===== config.mk =====
export PLATFORM = sky130hd
export DESIGN_NAME = spm_power_mgmt
export DESIGN_NICKNAME = d
export VERILOG_FILES = /design/src/spm_pkg.sv /design/src/spm_power_mgmt.sv
export SDC_FILE = /design/constraint.sdc
export NUM_CORES = 1
export LEC_CHECK = 0
export ABC_AREA = 1
export BUFFER_PORTS_ARGS = -buffer_cell sky130_fd_sc_hd__buf_4
export CAP_MARGIN = 20
export CORE_ASPECT_RATIO = 1.2
export CORE_MARGIN = 5
export CORE_UTILIZATION = 27
export DETAILED_ROUTE_END_ITERATION = 10
export PLACE_DENSITY = 0.48
export SYNTH_ARGS = -nofsm -noshare
export SYNTH_HDL_FRONTEND = slang
export SYNTH_SLANG_ARGS = --single-unit

===== constraint.sdc =====
create_clock -name core_clk -period 2.35 [get_ports core_clk]
set_input_delay 0.3525 -clock core_clk [delete_from_list [all_inputs] [get_ports core_clk]]
set_output_delay 0.3525 -clock core_clk [all_outputs]
set_load 0.1 [all_outputs]

===== src/spm_pkg.sv =====
package spm_pkg;
    // register offsets (byte addresses on the plain register port)
    localparam logic [7:0] SPM_OFF_SMI_CONTROL = 8'ha0;
    localparam logic [7:0] SPM_OFF_SRC_EN_LO = 8'ha2;
    localparam logic [7:0] SPM_OFF_SRC_EN_HI = 8'ha3;
    localparam logic [7:0] SPM_OFF_IDLE_TIMER = 8'ha8;
    localparam logic [7:0] SPM_OFF_REQUEST_LO = 8'haa;
    localparam logic [7:0] SPM_OFF_REQUEST_HI = 8'hab;
    localparam logic [7:0] SPM_OFF_SYS_EV_0 = 8'hac;
    localparam logic [7:0] SPM_OFF_SYS_EV_1 = 8'had;
    localparam logic [7:0] SPM_OFF_SYS_EV_2 = 8'hae;
    localparam logic [7:0] SPM_OFF_SYS_EV_3 = 8'haf;
    localparam logic [7:0] SPM_OFF_STATUS = 8'hb0;
    localparam logic [7:0] SPM_OFF_THROTTLE_LOW = 8'hb2;
    localparam logic [7:0] SPM_OFF_THROTTLE_HIGH = 8'hb3;
    // smi_control fields
    localparam int SPM_CTL_GATE = 0;
    localparam int SPM_CTL_STPEN = 1;
    localparam int SPM_CTL_THROTTLE = 2;
    localparam int SPM_CTL_FREEZE = 3;
    localparam int SPM_CTL_NOWAIT = 6;
    localparam logic [7:0] SPM_CTL_MASK = 8'h4f;
    // source-enable / request bit positions
    localparam int SPM_SRC_PORT = 7;
    localparam int SPM_SRC_EXT = 6;
    localparam int SPM_SRC_IDLE = 5;
    // system event enable fields
    localparam int SPM_SEE_SMI = 31;
    localparam int SPM_SEE_NMI = 29;
    localparam int SPM_SEE_COM = 27;
    localparam int SPM_SEE_LPT = 26;
    localparam int SPM_SEE_DRV = 25;
    localparam int SPM_SEE_DMA = 24;
    localparam logic [31:0] SPM_SEE_MASK = 32'haf00_fffb;
    // reset values
    localparam logic [7:0] SPM_RST_CONTROL = 8'h00;
    localparam logic [7:0] SPM_RST_SRC_EN = 8'h00;
    localparam logic [31:0] SPM_RST_SEE = 32'h0000_0000;
    localparam logic [7:0] SPM_RST_TIMER = 8'h00;
    localparam logic [7:0] SPM_RST_THROTTLE = 8'h01;
    // timing: one idle tick per minute, throttle tick every 32 us
    localparam longint SPM_MINUTE_NS = 64'd60_000_000_000;
    localparam longint SPM_CLK_NS = 64'd10;
    localparam longint SPM_MINUTE_CYCLES = SPM_MINUTE_NS / SPM_CLK_NS;
    localparam int SPM_THROTTLE_TICK_US = 32;
    localparam int SPM_THROTTLE_TICK_CYCLES = int'(SPM_THROTTLE_TICK_US * 1000 / SPM_CLK_NS);
endpackage


===== src/spm_power_mgmt.sv =====
// The implementer's own choice: strobed register access.
`timescale 1ns/1ns
// Behaviour
// nowait bit 0: hold stop-clock until stop grant; 1: release without waiting
// timer freeze holds the idle countdown
// throttle enable toggles the stop-clock request periodically
// with stop-clock sw enable set, control port read asserts stop-clock
// stop-clock sw enable clears on write of 0 or any control port write
// gate write 0 releases interrupt; write 1 asserts it if requests pend
// enabled sources (port write, external, idle, five lines) raise requests
// source enable upper byte reads zero and ignores writes
// enabled system event reloads the idle countdown
// enabled system event is a break event releasing stop-clock
// bit 31 makes interrupt, bit 29 makes nonmaskable a system event
// serial port ranges are system events when enabled
// parallel port ranges are system events when enabled
// disk drive ranges are system events when enabled
// dma controller accesses are system events when enabled
// per-line event enables at 15..3 and 1..0, bit 2 reads zero
// idle countdown decrements once per minute
// idle expiry produces a management interrupt cycle
// countdown reaching zero signals expiry unless reloaded first
// request bits set by hardware, cleared by writing 0, set wins
// reset returns all registers to defaults, sources disabled
module spm_power_mgmt
    import spm_pkg::*;
#(
    parameter longint MINUTE_CYCLES = spm_pkg::SPM_MINUTE_CYCLES,
    parameter int THROTTLE_TICK_CYCLES = spm_pkg::SPM_THROTTLE_TICK_CYCLES
) (
    // clock and reset
    input wire logic core_clk,
    input wire logic resetn,
    // register port
    input wire logic [7:0] reg_addr,
    input wire logic [7:0] reg_wdata,
    input wire logic reg_write,
    input wire logic reg_read,
    output logic [7:0] reg_rdata,
    // observed io cycles (same clock)
    input wire logic io_valid,
    input wire logic [15:0] io_addr,
    input wire logic dma_access,
    input wire logic power_ctrl_port_write,
    input wire logic power_ctrl_port_read,
    input wire logic stop_grant_cycle,
    // asynchronous event pins
    input wire logic [15:0] irq_lines,
    input wire logic nmi_event,
    input wire logic external_mgmt_request_n,
    // processor side
    output logic mgmt_interrupt_n,
    output logic stop_clock_request_n,
    output logic idle_expired
);
    import spm_pkg::*;

    // ----------------------------------------
    // pin synchronisers
    // ----------------------------------------
    logic [17:0] sync_a;
    logic [17:0] sync_b;
    logic [17:0] sync_prev;
    always_ff @(posedge core_clk or negedge resetn) begin
        if (!resetn) begin
            sync_a <= '0;
            sync_b <= '0;
            sync_prev <= '0;
        end else begin
            sync_a <= {nmi_event, ~external_mgmt_request_n, irq_lines};
            sync_b <= sync_a;
            sync_prev <= sync_b;
        end
    end
    // rising edges only: a held line is one event, not a stream
    wire [17:0] pin_rise = sync_b & ~sync_prev;
    wire [15:0] irq_rise = pin_rise[15:0];
    wire ext_rise = pin_rise[16];
    wire nmi_rise = pin_rise[17];

    // ----------------------------------------
    // registers
    // ----------------------------------------
    logic [7:0] smi_control;
    logic [7:0] smi_source_enable;
    logic [31:0] system_event_enable;
    logic [7:0] idle_timer_count;
    logic [7:0] smi_request;
    logic [7:0] throttle_low;
    logic [7:0] throttle_high;
    logic [7:0] idle_count;
    logic smi_active;
    logic stop_req;

    wire wr_ctl = reg_write && reg_addr == SPM_OFF_SMI_CONTROL;
    wire wr_src = reg_write && reg_addr == SPM_OFF_SRC_EN_LO;
    wire wr_tmr = reg_write && reg_addr == SPM_OFF_IDLE_TIMER;
    wire wr_req = reg_write && reg_addr == SPM_OFF_REQUEST_LO;
    wire wr_tl = reg_write && reg_addr == SPM_OFF_THROTTLE_LOW;
    wire wr_th = reg_write && reg_addr == SPM_OFF_THROTTLE_HIGH;
    wire [3:0] wr_see = {reg_write && reg_addr == SPM_OFF_SYS_EV_3,
                         reg_write && reg_addr == SPM_OFF_SYS_EV_2,
                         reg_write && reg_addr == SPM_OFF_SYS_EV_1,
                         reg_write && reg_addr == SPM_OFF_SYS_EV_0};

    wire freeze = smi_control[SPM_CTL_FREEZE];
    wire nowait = smi_control[SPM_CTL_NOWAIT];
    wire throttle_en = smi_control[SPM_CTL_THROTTLE];

    // ----------------------------------------
    // io range decode
    // ----------------------------------------
    wire [15:0] a = io_addr;
    wire hit_com = io_valid && (a[15:3] == 13'h05d || a[15:3] == 13'h05f ||
                                a[15:3] == 13'h07d || a[15:3] == 13'h07f);
    wire hit_lpt = io_valid && (a[15:3] == 13'h04f || a[15:3] == 13'h06f ||
                                a[15:2] == 14'h00ef);
    wire hit_drv = io_valid && (a[15:4] == 12'h01f || a[15:4] == 12'h017 ||
                                a[15:4] == 12'h032 || a[15:3] == 13'h07e ||
                                a[15:3] == 13'h06e);

    // ----------------------------------------
    // event sources
    // ----------------------------------------
    wire [7:0] src_event = {power_ctrl_port_write, ext_rise, idle_expired,
                            irq_rise[12], irq_rise[8], irq_rise[4], irq_rise[3], irq_rise[1]};
    wire [7:0] src_fire = src_event & smi_source_enable;
    wire smi_fire = |src_fire;
    wire [15:0] line_en = system_event_enable[15:0] & SPM_SEE_MASK[15:0];
    wire sys_event = (system_event_enable[SPM_SEE_SMI] && smi_fire) ||
                     (system_event_enable[SPM_SEE_NMI] && nmi_rise) ||
                     (system_event_enable[SPM_SEE_COM] && hit_com) ||
                     (system_event_enable[SPM_SEE_LPT] && hit_lpt) ||
                     (system_event_enable[SPM_SEE_DRV] && hit_drv) ||
                     (system_event_enable[SPM_SEE_DMA] && dma_access) ||
                     (|(irq_rise & line_en));

    // ----------------------------------------
    // control and enable registers
    // ----------------------------------------
    always_ff @(posedge core_clk or negedge resetn) begin
        if (!resetn) begin
            smi_control <= SPM_RST_CONTROL;
            smi_source_enable <= SPM_RST_SRC_EN;
            system_event_enable <= SPM_RST_SEE;
            idle_timer_count <= SPM_RST_TIMER;
            throttle_low <= SPM_RST_THROTTLE;
            throttle_high <= SPM_RST_THROTTLE;
        end else begin
            if (wr_ctl)
                smi_control <= reg_wdata & SPM_CTL_MASK;
            else if (power_ctrl_port_write)
                smi_control[SPM_CTL_STPEN] <= 1'b0;
            if (wr_src)
                smi_source_enable <= reg_wdata; // upper byte has no storage
            for (int i = 0; i < 4; i++) begin
                if (wr_see[i])
                    system_event_enable[i*8 +: 8] <= reg_wdata & SPM_SEE_MASK[i*8 +: 8];
            end
            if (wr_tmr)
                idle_timer_count <= reg_wdata;
            if (wr_tl)
                throttle_low <= reg_wdata;
            if (wr_th)
                throttle_high <= reg_wdata;
        end
    end

    // ----------------------------------------
    // request status and interrupt output
    // ----------------------------------------
    wire [7:0] req_keep = wr_req ? (smi_request & reg_wdata) : smi_request;
    wire [7:0] next_request = req_keep | src_fire; // set wins
    always_ff @(posedge core_clk or negedge resetn) begin
        if (!resetn) begin
            smi_request <= '0;
            smi_active <= 1'b0;
        end else begin
            smi_request <= next_request;
            if (wr_ctl && !reg_wdata[SPM_CTL_GATE])
                smi_active <= 1'b0;
            else if (wr_ctl)
                smi_active <= |next_request;
            else if (smi_fire && smi_control[SPM_CTL_GATE])
                smi_active <= 1'b1;
        end
    end
    assign mgmt_interrupt_n = ~smi_active;

    // ----------------------------------------
    // idle countdown
    // ----------------------------------------
    logic [$clog2(MINUTE_CYCLES+1)-1:0] minute_cnt;
    wire minute_tick = minute_cnt == '0;
    always_ff @(posedge core_clk or negedge resetn) begin
        if (!resetn) begin
            minute_cnt <= '0;
            idle_count <= SPM_RST_TIMER;
            idle_expired <= 1'b0;
        end else begin
            idle_expired <= 1'b0;
            if (freeze || sys_event || minute_tick)
                minute_cnt <= $bits(minute_cnt)'(MINUTE_CYCLES - 1);
            else
                minute_cnt <= minute_cnt - 1'b1;
            if (wr_tmr && freeze)
                idle_count <= reg_wdata;
            else if (sys_event)
                idle_count <= idle_timer_count;
            else if (!freeze && minute_tick && idle_count != 8'h00) begin
                idle_count <= idle_count - 8'h01;
                if (idle_count == 8'h01)
                    idle_expired <= 1'b1;
            end
        end
    end

    // ----------------------------------------
    // stop-clock request and throttle
    // ----------------------------------------
    typedef enum logic [1:0] {SPM_RUN, SPM_WAIT_GRANT, SPM_STOPPED, SPM_THR_HIGH} spm_stp_t;
    spm_stp_t stp_state;
    logic [$clog2(THROTTLE_TICK_CYCLES+1)-1:0] tick_cnt;
    logic [7:0] thr_cnt;
    logic brk_seen;
    wire thr_tick = tick_cnt == '0;
    wire sw_stop = power_ctrl_port_read && smi_control[SPM_CTL_STPEN];
    always_ff @(posedge core_clk or negedge resetn) begin
        if (!resetn) begin
            stp_state <= SPM_RUN;
            tick_cnt <= '0;
            thr_cnt <= '0;
            brk_seen <= 1'b0;
        end else begin
            // a break before the grant is kept until the grant lands
            brk_seen <= stp_state == SPM_WAIT_GRANT && (brk_seen || sys_event);
            tick_cnt <= thr_tick ? $bits(tick_cnt)'(THROTTLE_TICK_CYCLES - 1) : tick_cnt - 1'b1;
            unique case (stp_state)
                SPM_RUN: begin
                    if (sw_stop || throttle_en) begin
                        stp_state <= SPM_WAIT_GRANT;
                        thr_cnt <= throttle_low;
                    end
                end
                SPM_WAIT_GRANT: begin
                    // low period only counts after the grant arrives, or at once when nowait is set
                    if ((sys_event || brk_seen) && (nowait || stop_grant_cycle))
                        stp_state <= SPM_RUN;
                    else if (stop_grant_cycle || nowait)
                        stp_state <= SPM_STOPPED;
                end
                SPM_STOPPED: begin
                    if (sys_event)
                        stp_state <= SPM_RUN;
                    else if (throttle_en && thr_tick) begin
                        if (thr_cnt <= 8'h01) begin
                            stp_state <= SPM_THR_HIGH;
                            thr_cnt <= throttle_high;
                        end else
                            thr_cnt <= thr_cnt - 8'h01;
                    end
                end
                SPM_THR_HIGH: begin
                    if (!throttle_en || sys_event)
                        stp_state <= SPM_RUN;
                    else if (thr_tick) begin
                        if (thr_cnt <= 8'h01) begin
                            stp_state <= SPM_WAIT_GRANT;
                            thr_cnt <= throttle_low;
                        end else
                            thr_cnt <= thr_cnt - 8'h01;
                    end
                end
            endcase
        end
    end
    always_ff @(posedge core_clk or negedge resetn) begin
        if (!resetn)
            stop_req <= 1'b0;
        else
            stop_req <= stp_state == SPM_WAIT_GRANT || stp_state == SPM_STOPPED;
    end
    assign stop_clock_request_n = ~stop_req;

    // ----------------------------------------
    // read data, one cycle after the strobe
    // ----------------------------------------
    logic [7:0] rd_mux;
    always_comb begin
        unique case (reg_addr)
            SPM_OFF_SMI_CONTROL: rd_mux = smi_control;
            SPM_OFF_SRC_EN_LO: rd_mux = smi_source_enable;
            SPM_OFF_IDLE_TIMER: rd_mux = idle_timer_count;
            SPM_OFF_REQUEST_LO: rd_mux = smi_request;
            SPM_OFF_SYS_EV_0: rd_mux = system_event_enable[7:0];
            SPM_OFF_SYS_EV_1: rd_mux = system_event_enable[15:8];
            SPM_OFF_SYS_EV_2: rd_mux = system_event_enable[23:16];
            SPM_OFF_SYS_EV_3: rd_mux = system_event_enable[31:24];
            SPM_OFF_STATUS: rd_mux = idle_count;
            SPM_OFF_THROTTLE_LOW: rd_mux = throttle_low;
            SPM_OFF_THROTTLE_HIGH: rd_mux = throttle_high;
            default: rd_mux = 8'h00;
        endcase
    end
    always_ff @(posedge core_clk or negedge resetn) begin
        if (!resetn)
            reg_rdata <= 8'h00;
        else
            reg_rdata <= reg_read ? rd_mux : 8'h00;
    end
endmodule // spm_power_mgmt


== Yosys cells after proc, flatten, opt, wreduce, memory -nomap -nowiden ==
Index checks and enable logic that the tools add are counted.

* Flip-flop bits (word level): 195
* Input bits: 59
* Word-level logic and storage cells: 173

* $add $sub $neg: 4
* Order comparisons: 1
* Equal/unequal tests: 36
* Mux-type cells: 35
* Bitwise gates (word level): 9
* Reduce and logical (&&, ||, !) cells: 65

{| class="wikitable"
|+ Operator list
! kind !! count
|-
| $eq A13 B7 Y1 const B || 8
|-
| $mux W8 || 12
|-
| $eq A8 B8 Y1 const B || 10
|-
| $pmux W8 S10 || 1
|-
| $logic_not A33 Y1 || 1
|-
| $mux W33 || 1
|-
| $sub A33 B1 Y33 const B || 1
|-
| $logic_and A1 B1 Y1 || 27
|-
| $eq A12 B5 Y1 const B || 2
|-
| $pmux W8 S3 || 1
|-
| $logic_or A1 B1 Y1 || 22
|-
| $and A18 B18 Y18 || 1
|-
| $mux W2 || 9
|-
| $not A18 Y18 || 1
|-
| $and A16 B16 Y16 || 1
|-
| $and A8 B8 Y8 || 2
|-
| $reduce_or A16 Y1 || 1
|-
| $reduce_or A8 Y1 || 2
|-
| $sub A8 B1 Y8 const B || 2
|-
| $eq A14 B8 Y1 const B || 1
|-
| $eq A12 B6 Y1 const B || 1
|-
| $logic_not A12 Y1 || 1
|-
| $mux W12 || 1
|-
| $ne A3 B3 Y1 const B || 4
|-
| 17 further kinds || 37
|}

== Logic depth before layout (Yosys ltp) ==
* Depth after elaboration: 15
* Depth in mapped cells: 16
* Gate-level depth less buffers: 15

== Least setup slack after synthesis ==
No wires, ideal clock.

* Path kind: reg2reg
* Start: register idle_expired
* End: register stp_state[1]
* Data arrival time: 1.999 ns
* Data required time: 2.233 ns
* Slack: 0.234 ns
* Cell stages (with the launch flop): 15
* Path buffers: 1
* Clock period less this slack: 2.116 ns
* Cells stage by stage: dfrtp_1 > nand2_1 > nand2_1 > nor2_1 > nand2_1 > nand2_1 > nand2_1 > nor2_2 > buf_4 > nand3_1 > nand2_1 > nor2_1 > nand2_1 > nand2_1 > nand2_1

* Word-level cells in the longest chain between the ends: 13

{| class="wikitable"
|+ RTL lines
! what !! line !! source
|-
| from (decl) || spm_power_mgmt.sv:54 || <nowiki>output logic idle_expired</nowiki>
|-
| from (signal assigned) || spm_power_mgmt.sv:199 || <nowiki>idle_expired <= 1'b0;</nowiki>
|-
| from (signal assigned) || spm_power_mgmt.sv:201 || <nowiki>idle_expired <= 1'b0;</nowiki>
|-
| from (signal assigned) || spm_power_mgmt.sv:213 || <nowiki>idle_expired <= 1'b1;</nowiki>
|-
| $and A8 B8 Y8 (*) || spm_power_mgmt.sv:127 || <nowiki>wire [7:0] src_fire = src_event & smi_source_enable;</nowiki>
|-
| $reduce_or A8 Y1 (*) || spm_power_mgmt.sv:128 || <nowiki>wire smi_fire = |src_fire;</nowiki>
|-
| $logic_and A1 B1 Y1 (*) || spm_power_mgmt.sv:130 || <nowiki>wire sys_event = (system_event_enable[SPM_SEE_SMI] && smi_fire) ||</nowiki>
|-
| $logic_or A1 B1 Y1 (*) || spm_power_mgmt.sv:130 ||
|-
| $logic_or A1 B1 Y1 (*) || spm_power_mgmt.sv:131 || <nowiki>(system_event_enable[SPM_SEE_NMI] && nmi_rise) ||</nowiki>
|-
| $logic_or A1 B1 Y1 (*) || spm_power_mgmt.sv:132 || <nowiki>(system_event_enable[SPM_SEE_COM] && hit_com) ||</nowiki>
|-
| $logic_or A1 B1 Y1 (*) || spm_power_mgmt.sv:133 || <nowiki>(system_event_enable[SPM_SEE_LPT] && hit_lpt) ||</nowiki>
|-
| $logic_or A1 B1 Y1 (*) || spm_power_mgmt.sv:134 || <nowiki>(system_event_enable[SPM_SEE_DRV] && hit_drv) ||</nowiki>
|-
| $logic_or A1 B1 Y1 (*) || spm_power_mgmt.sv:135 || <nowiki>(system_event_enable[SPM_SEE_DMA] && dma_access) ||</nowiki>
|-
| $logic_or A1 B1 Y1 || spm_power_mgmt.sv:247 || <nowiki>if ((sys_event || brk_seen) && (nowait || stop_grant_cycle))</nowiki>
|-
| $logic_and A1 B1 Y1 || spm_power_mgmt.sv:247 ||
|-
| $ne A3 B1 Y1 (no source line) or $mux W2 (tied branches) || n/a ||
|-
| $reduce_and A6 Y1 (no source line) or $pmux W2 S4 (tied branches) || n/a ||
|-
| to (signal assigned) || spm_power_mgmt.sv:248 || <nowiki>stp_state <= SPM_RUN;</nowiki>
|-
| to (signal assigned) || spm_power_mgmt.sv:250 || <nowiki>stp_state <= SPM_STOPPED;</nowiki>
|-
| to (signal assigned) || spm_power_mgmt.sv:254 || <nowiki>stp_state <= SPM_RUN;</nowiki>
|-
| to (decl) || spm_power_mgmt.sv:222 || <nowiki>spm_stp_t stp_state;</nowiki>
|}

Every way passes the cells marked *; elsewhere a longest branch is shown, timed or not.
A chain may end at the register's enable or synchronous reset.

== Worst setup path in the final report ==
* Start: register smi_source_enable[0]
* End: register minute_cnt[25]

* Word-level cells in the longest chain between the ends: 12

{| class="wikitable"
|+ RTL lines
! what !! line !! source
|-
| from (decl) || spm_power_mgmt.sv:85 || <nowiki>logic [7:0] smi_source_enable;</nowiki>
|-
| from (signal assigned) || spm_power_mgmt.sv:155 || <nowiki>smi_source_enable <= reg_wdata;</nowiki>
|-
| $and A8 B8 Y8 || spm_power_mgmt.sv:127 ||
|-
| $reduce_or A8 Y1 || spm_power_mgmt.sv:128 ||
|-
| $logic_and A1 B1 Y1 || spm_power_mgmt.sv:130 ||
|-
| $logic_or A1 B1 Y1 || spm_power_mgmt.sv:130 ||
|-
| $logic_or A1 B1 Y1 || spm_power_mgmt.sv:131 ||
|-
| $logic_or A1 B1 Y1 || spm_power_mgmt.sv:132 ||
|-
| $logic_or A1 B1 Y1 || spm_power_mgmt.sv:133 ||
|-
| $logic_or A1 B1 Y1 || spm_power_mgmt.sv:134 ||
|-
| $logic_or A1 B1 Y1 || spm_power_mgmt.sv:135 ||
|-
| $logic_or A1 B1 Y1 (2 in series) || spm_power_mgmt.sv:202 || <nowiki>if (freeze || sys_event || minute_tick)</nowiki>
|-
| $mux W33 || spm_power_mgmt.sv:202 ||
|-
| to (signal assigned) || spm_power_mgmt.sv:203 || <nowiki>minute_cnt <= $bits(minute_cnt)'(MINUTE_CYCLES - 1);</nowiki>
|-
| to (signal assigned) || spm_power_mgmt.sv:205 || <nowiki>minute_cnt <= minute_cnt - 1'b1;</nowiki>
|-
| to (decl) || spm_power_mgmt.sv:193 || <nowiki>logic [$clog2(MINUTE_CYCLES+1)-1:0] minute_cnt;</nowiki>
|}

No other way between the ends.

==> impl_metrics.json <==
{
  "status": "finished clean",
  "ys_warn_count": 0,
  "antenna_cells": 0,
  "finish.utilization_pct": 33.22,
  "die_h_um": 212.7,
  "cp.required_ns": 2.71,
  "synthToLayoutAreaGrowth_pct": 22.08,
  "r2r_cells": 13,
  "numCtsBuffers": 17,
  "design.portCount": 70,
  "core_area_mm2": 0.03398,
  "min_path_type": "in2reg",
  "whs_ns": 0.02349,
  "power_w": 0.009246,
  "yosysTopAreaCell": "dfrtp_1",
  "synth.distinct_cells": 45,
  "power_density_mw_per_mm2": 819.0,
  "synth_edf_count": 0,
  "fmax_mhz": 467.2,
  "cts_root_buffer": "clkbuf_16",
  "start_kind": "flip-flop",
  "reg2reg_setup_slack_ns": 0.21,
  "grt_pass1_vias": 7480,
  "p_seq_share_pct": 41.7,
  "whs_endpoint": "sync_a[6]",
  "drc": 0,
  "critPathMaxFanout": 7,
  "finalSetupViolCount": 0,
  "die_area_mm2": 0.03807,
  "internal_power_w": 0.006016,
  "htree_levels": 4,
  "route.vias.total": 7504,
  "layout-drive-gt1-share_pct": 16.74,
  "die_x_um": 178.9,
  "finalMaxSlewViolations": 0,
  "grt_antenna_before_repair": 0,
  "path_class": "reg2reg",
  "max_stage_delay_ns": 0.42,
  "syn_inst": 1086,
  "wl_per_cell_um": 15.33,
  "dr.first_iter.drc_count": 505,
  "whs_path_depth": 1,
  "synth-seq-area-share_pct": 51.98,
  "clock_sinks": 192,
  "viasPerCell": 4.496,
  "dr.pass1.iters": 5,
  "drv_cap": 0,
  "synth.avg_cell_area_um2": 8.515,
  "netlist.area_leader.share_pct": 51.41,
  "tightest_slew_ns": 0.5726,
  "crit_chain": "nand3_1 -> nand2_1 -> nor2_1 -> nand2_1 -> nand2_1 -> nand2_1 -> nor2_2 -> buf_4 -> nand3_2 -> inv_2 -> buf_4 -> o21ai_1 -> a21oi_1",
  "clk_path_buf_depth": 2,
  "synth_common_cells": "nand2_1, dfrtp_1, inv_1, nor2_1, nand3_1",
  "grt_pass1_wl_um": 41030,
  "grt_max_degree": 54,
  "cts_tree": "built",
  "post-route-period-util_pct": 91.09,
  "rsz0062_at_grt": "false",
  "path_clk_slew_ns": 0.08,
  "initial_core_util_pct": 27.21,
  "p_clk_share_pct": 32.1,
  "netlist_area_mm2": 0.009248,
  "postRouteWirelength_um": 25590,
  "r2r_end": "minute_cnt[25]",
  "leakage_nw": 5.235,
  "dp.cells": 1621,
  "combPwrFrac_pct": 26.2,
  "cp-end-kind": "flip-flop",
  "fin_cells": 1669,
  "slew_headroom_pct": 61.73,
  "port_buffers": 66,
  "hold_viol_final": 0,
  "irDropWorstVdd_v": 0.0004468,
  "crit_arrival_ns": 2.50,
  "post_cts_buffers": 0,
  "final_nets": 1271,
  "tns_ns": 0,
  "synth.area.top_cells": "dfrtp_1, nand2_1, inv_1, nor2_1, nand3_1",
  "synth-seq-cells": 192,
  "synth_flop_cell": "dfrtp_1",
  "postRouteAntennaNets": 0,
  "fin_crit_ns": 2.141,
  "rr_startpoint": "smi_source_enable[0]",
  "placementRows": 74,
  "overflow": 0,
  "grt_use_total_pct": 13.91,
  "crit_top_cell": "nand2_1",
  "min_from": "irq_lines[6]",
  "yosysMostFrequentCell": "nand2_1",
  "synth_nets": 1157,
  "globalplace.congestion": 0.8563,
  "dp_hpwl_um": 19630,
  "synth-async-reset-ratio_pct": 100.0,
  "p_switching_w": 0.003230,
  "swShare_pct": 34.93,
  "skew_ns": 0.02995,
  "cpMaxStageDelayCell": "dfrtp_1",
  "insertion_delay_ns": 0.45
}
[how the worst max path moves through the flow]
stage / end / slack [ns] / start
after floorplan: stp_state[1] / 0.23 / idle_expired
after global placement: idle_count[2] / 0.13 / system_event_enable[9]
after detailed placement: idle_count[6] / 0.11 / system_event_enable[9]
after CTS: idle_count[6] / 0.08 / system_event_enable[9]
after global routing: idle_count[1] / 0.05 / system_event_enable[9]
final: minute_cnt[25] / 0.21 / smi_source_enable[0]
[area by class of cell]
type                    instances  area [um2]
repair buffers                113       944.7
clock inverters                14       173.9
multi-input cells             734        3821
inverters                     142       533.0
clock buffers                  18       439.2
flip-flops and latches        192        4807
fillers                      3620       22690
well taps                     456       570.5
[flip-flops by register name, indices dropped and copies added (netlist names), 12 cells and up]
name	count
sync_b	17
tick_cnt	12
system_event_enable	21
sync_a	17
sync_prev	17
minute_cnt	33
[routing by layer]
layer,up-vias,part of all wire [%],wire (um),GRT usage [%]
met1,3588,45,11550,18.51
li1,3749,-,-,-
met2,142,49,12440,22.92
met4,0,1.9,499,4.210
met3,25,4.3,1095,2.816
met5,-,0,0,0
[power groups by stage]
stage | Sequential [W] | Clock (W) | Combinational, W
final | 0.00386 | 0.00296 | 0.00243
after floorplan | 0.00385 | 0 | 0.00170
after detailed placement | 0.00392 | 0 | 0.00243
after global routing | 0.00390 | 0.00321 | 0.00277
after global placement | 0.00391 | 0 | 0.00241
after CTS | 0.00386 | 0.00308 | 0.00247
[cells in the final DEF, fill, tap and decap left out, drive strengths merged, types with 2 or more instances in the layout]
master and instances:
nand2 261, dfrtp 190, inv 150, nor2 127
o21ai 109, buf 96, nand3 63, a21oi 29
nor3 25, xor2 20, clkbuf 19, dlygate4sd3 16
xnor2 15, nand4 15, o22ai 12, ha 12
nand3b 9, or2 8, nor4 7, a221oi 6
clkinv 5, a31oi 3, o221ai 3, o2111ai 2
o211ai 2, dfstp 2
[cell families after synthesis]
| kind of cell | count (synthesis) | synth area share [%] |
|---|---|---|
| XOR/XNOR | 35 | 3.315 |
| AO/OA/AOI/OAI | 171 | 10.59 |
| buffers and inverters | 160 | 6.833 |
| flip-flops | 192 | 51.98 |
| adder cells (fa/ha/maj) | 12 | 1.624 |
| AND/OR/NAND/NOR | 516 | 25.65 |
[worst max-delay path, delay by kind of cell, from the launching register on]
kind / cells / cell delay [ns]
simple gates: 8 / 1.00
buf+inv: 3 / 0.44
compound gates: 2 / 0.20
flops: 1 / 0.42
[through the flow]
| step | setup WS, ns | area (um2) |
|---|---|---|
| floorplan | 0.2340 | 9248 |
| global placement | 0.1281 | 10500 |
| detailed placement | 0.1110 | 10500 |
| CTS | 0.07645 | 11270 |
| global route | 0.05227 | 11290 |
| finish | 0.2094 | 11290 |
[what timing repair did]
item / CTS / global route
hold buffers: 15 / 1
endpoints found under the setup margin: 0 / 29
hold endpoints to repair: 59 / 1
resized for setup: 0 / 3
(Power assumes the default switching activity.)
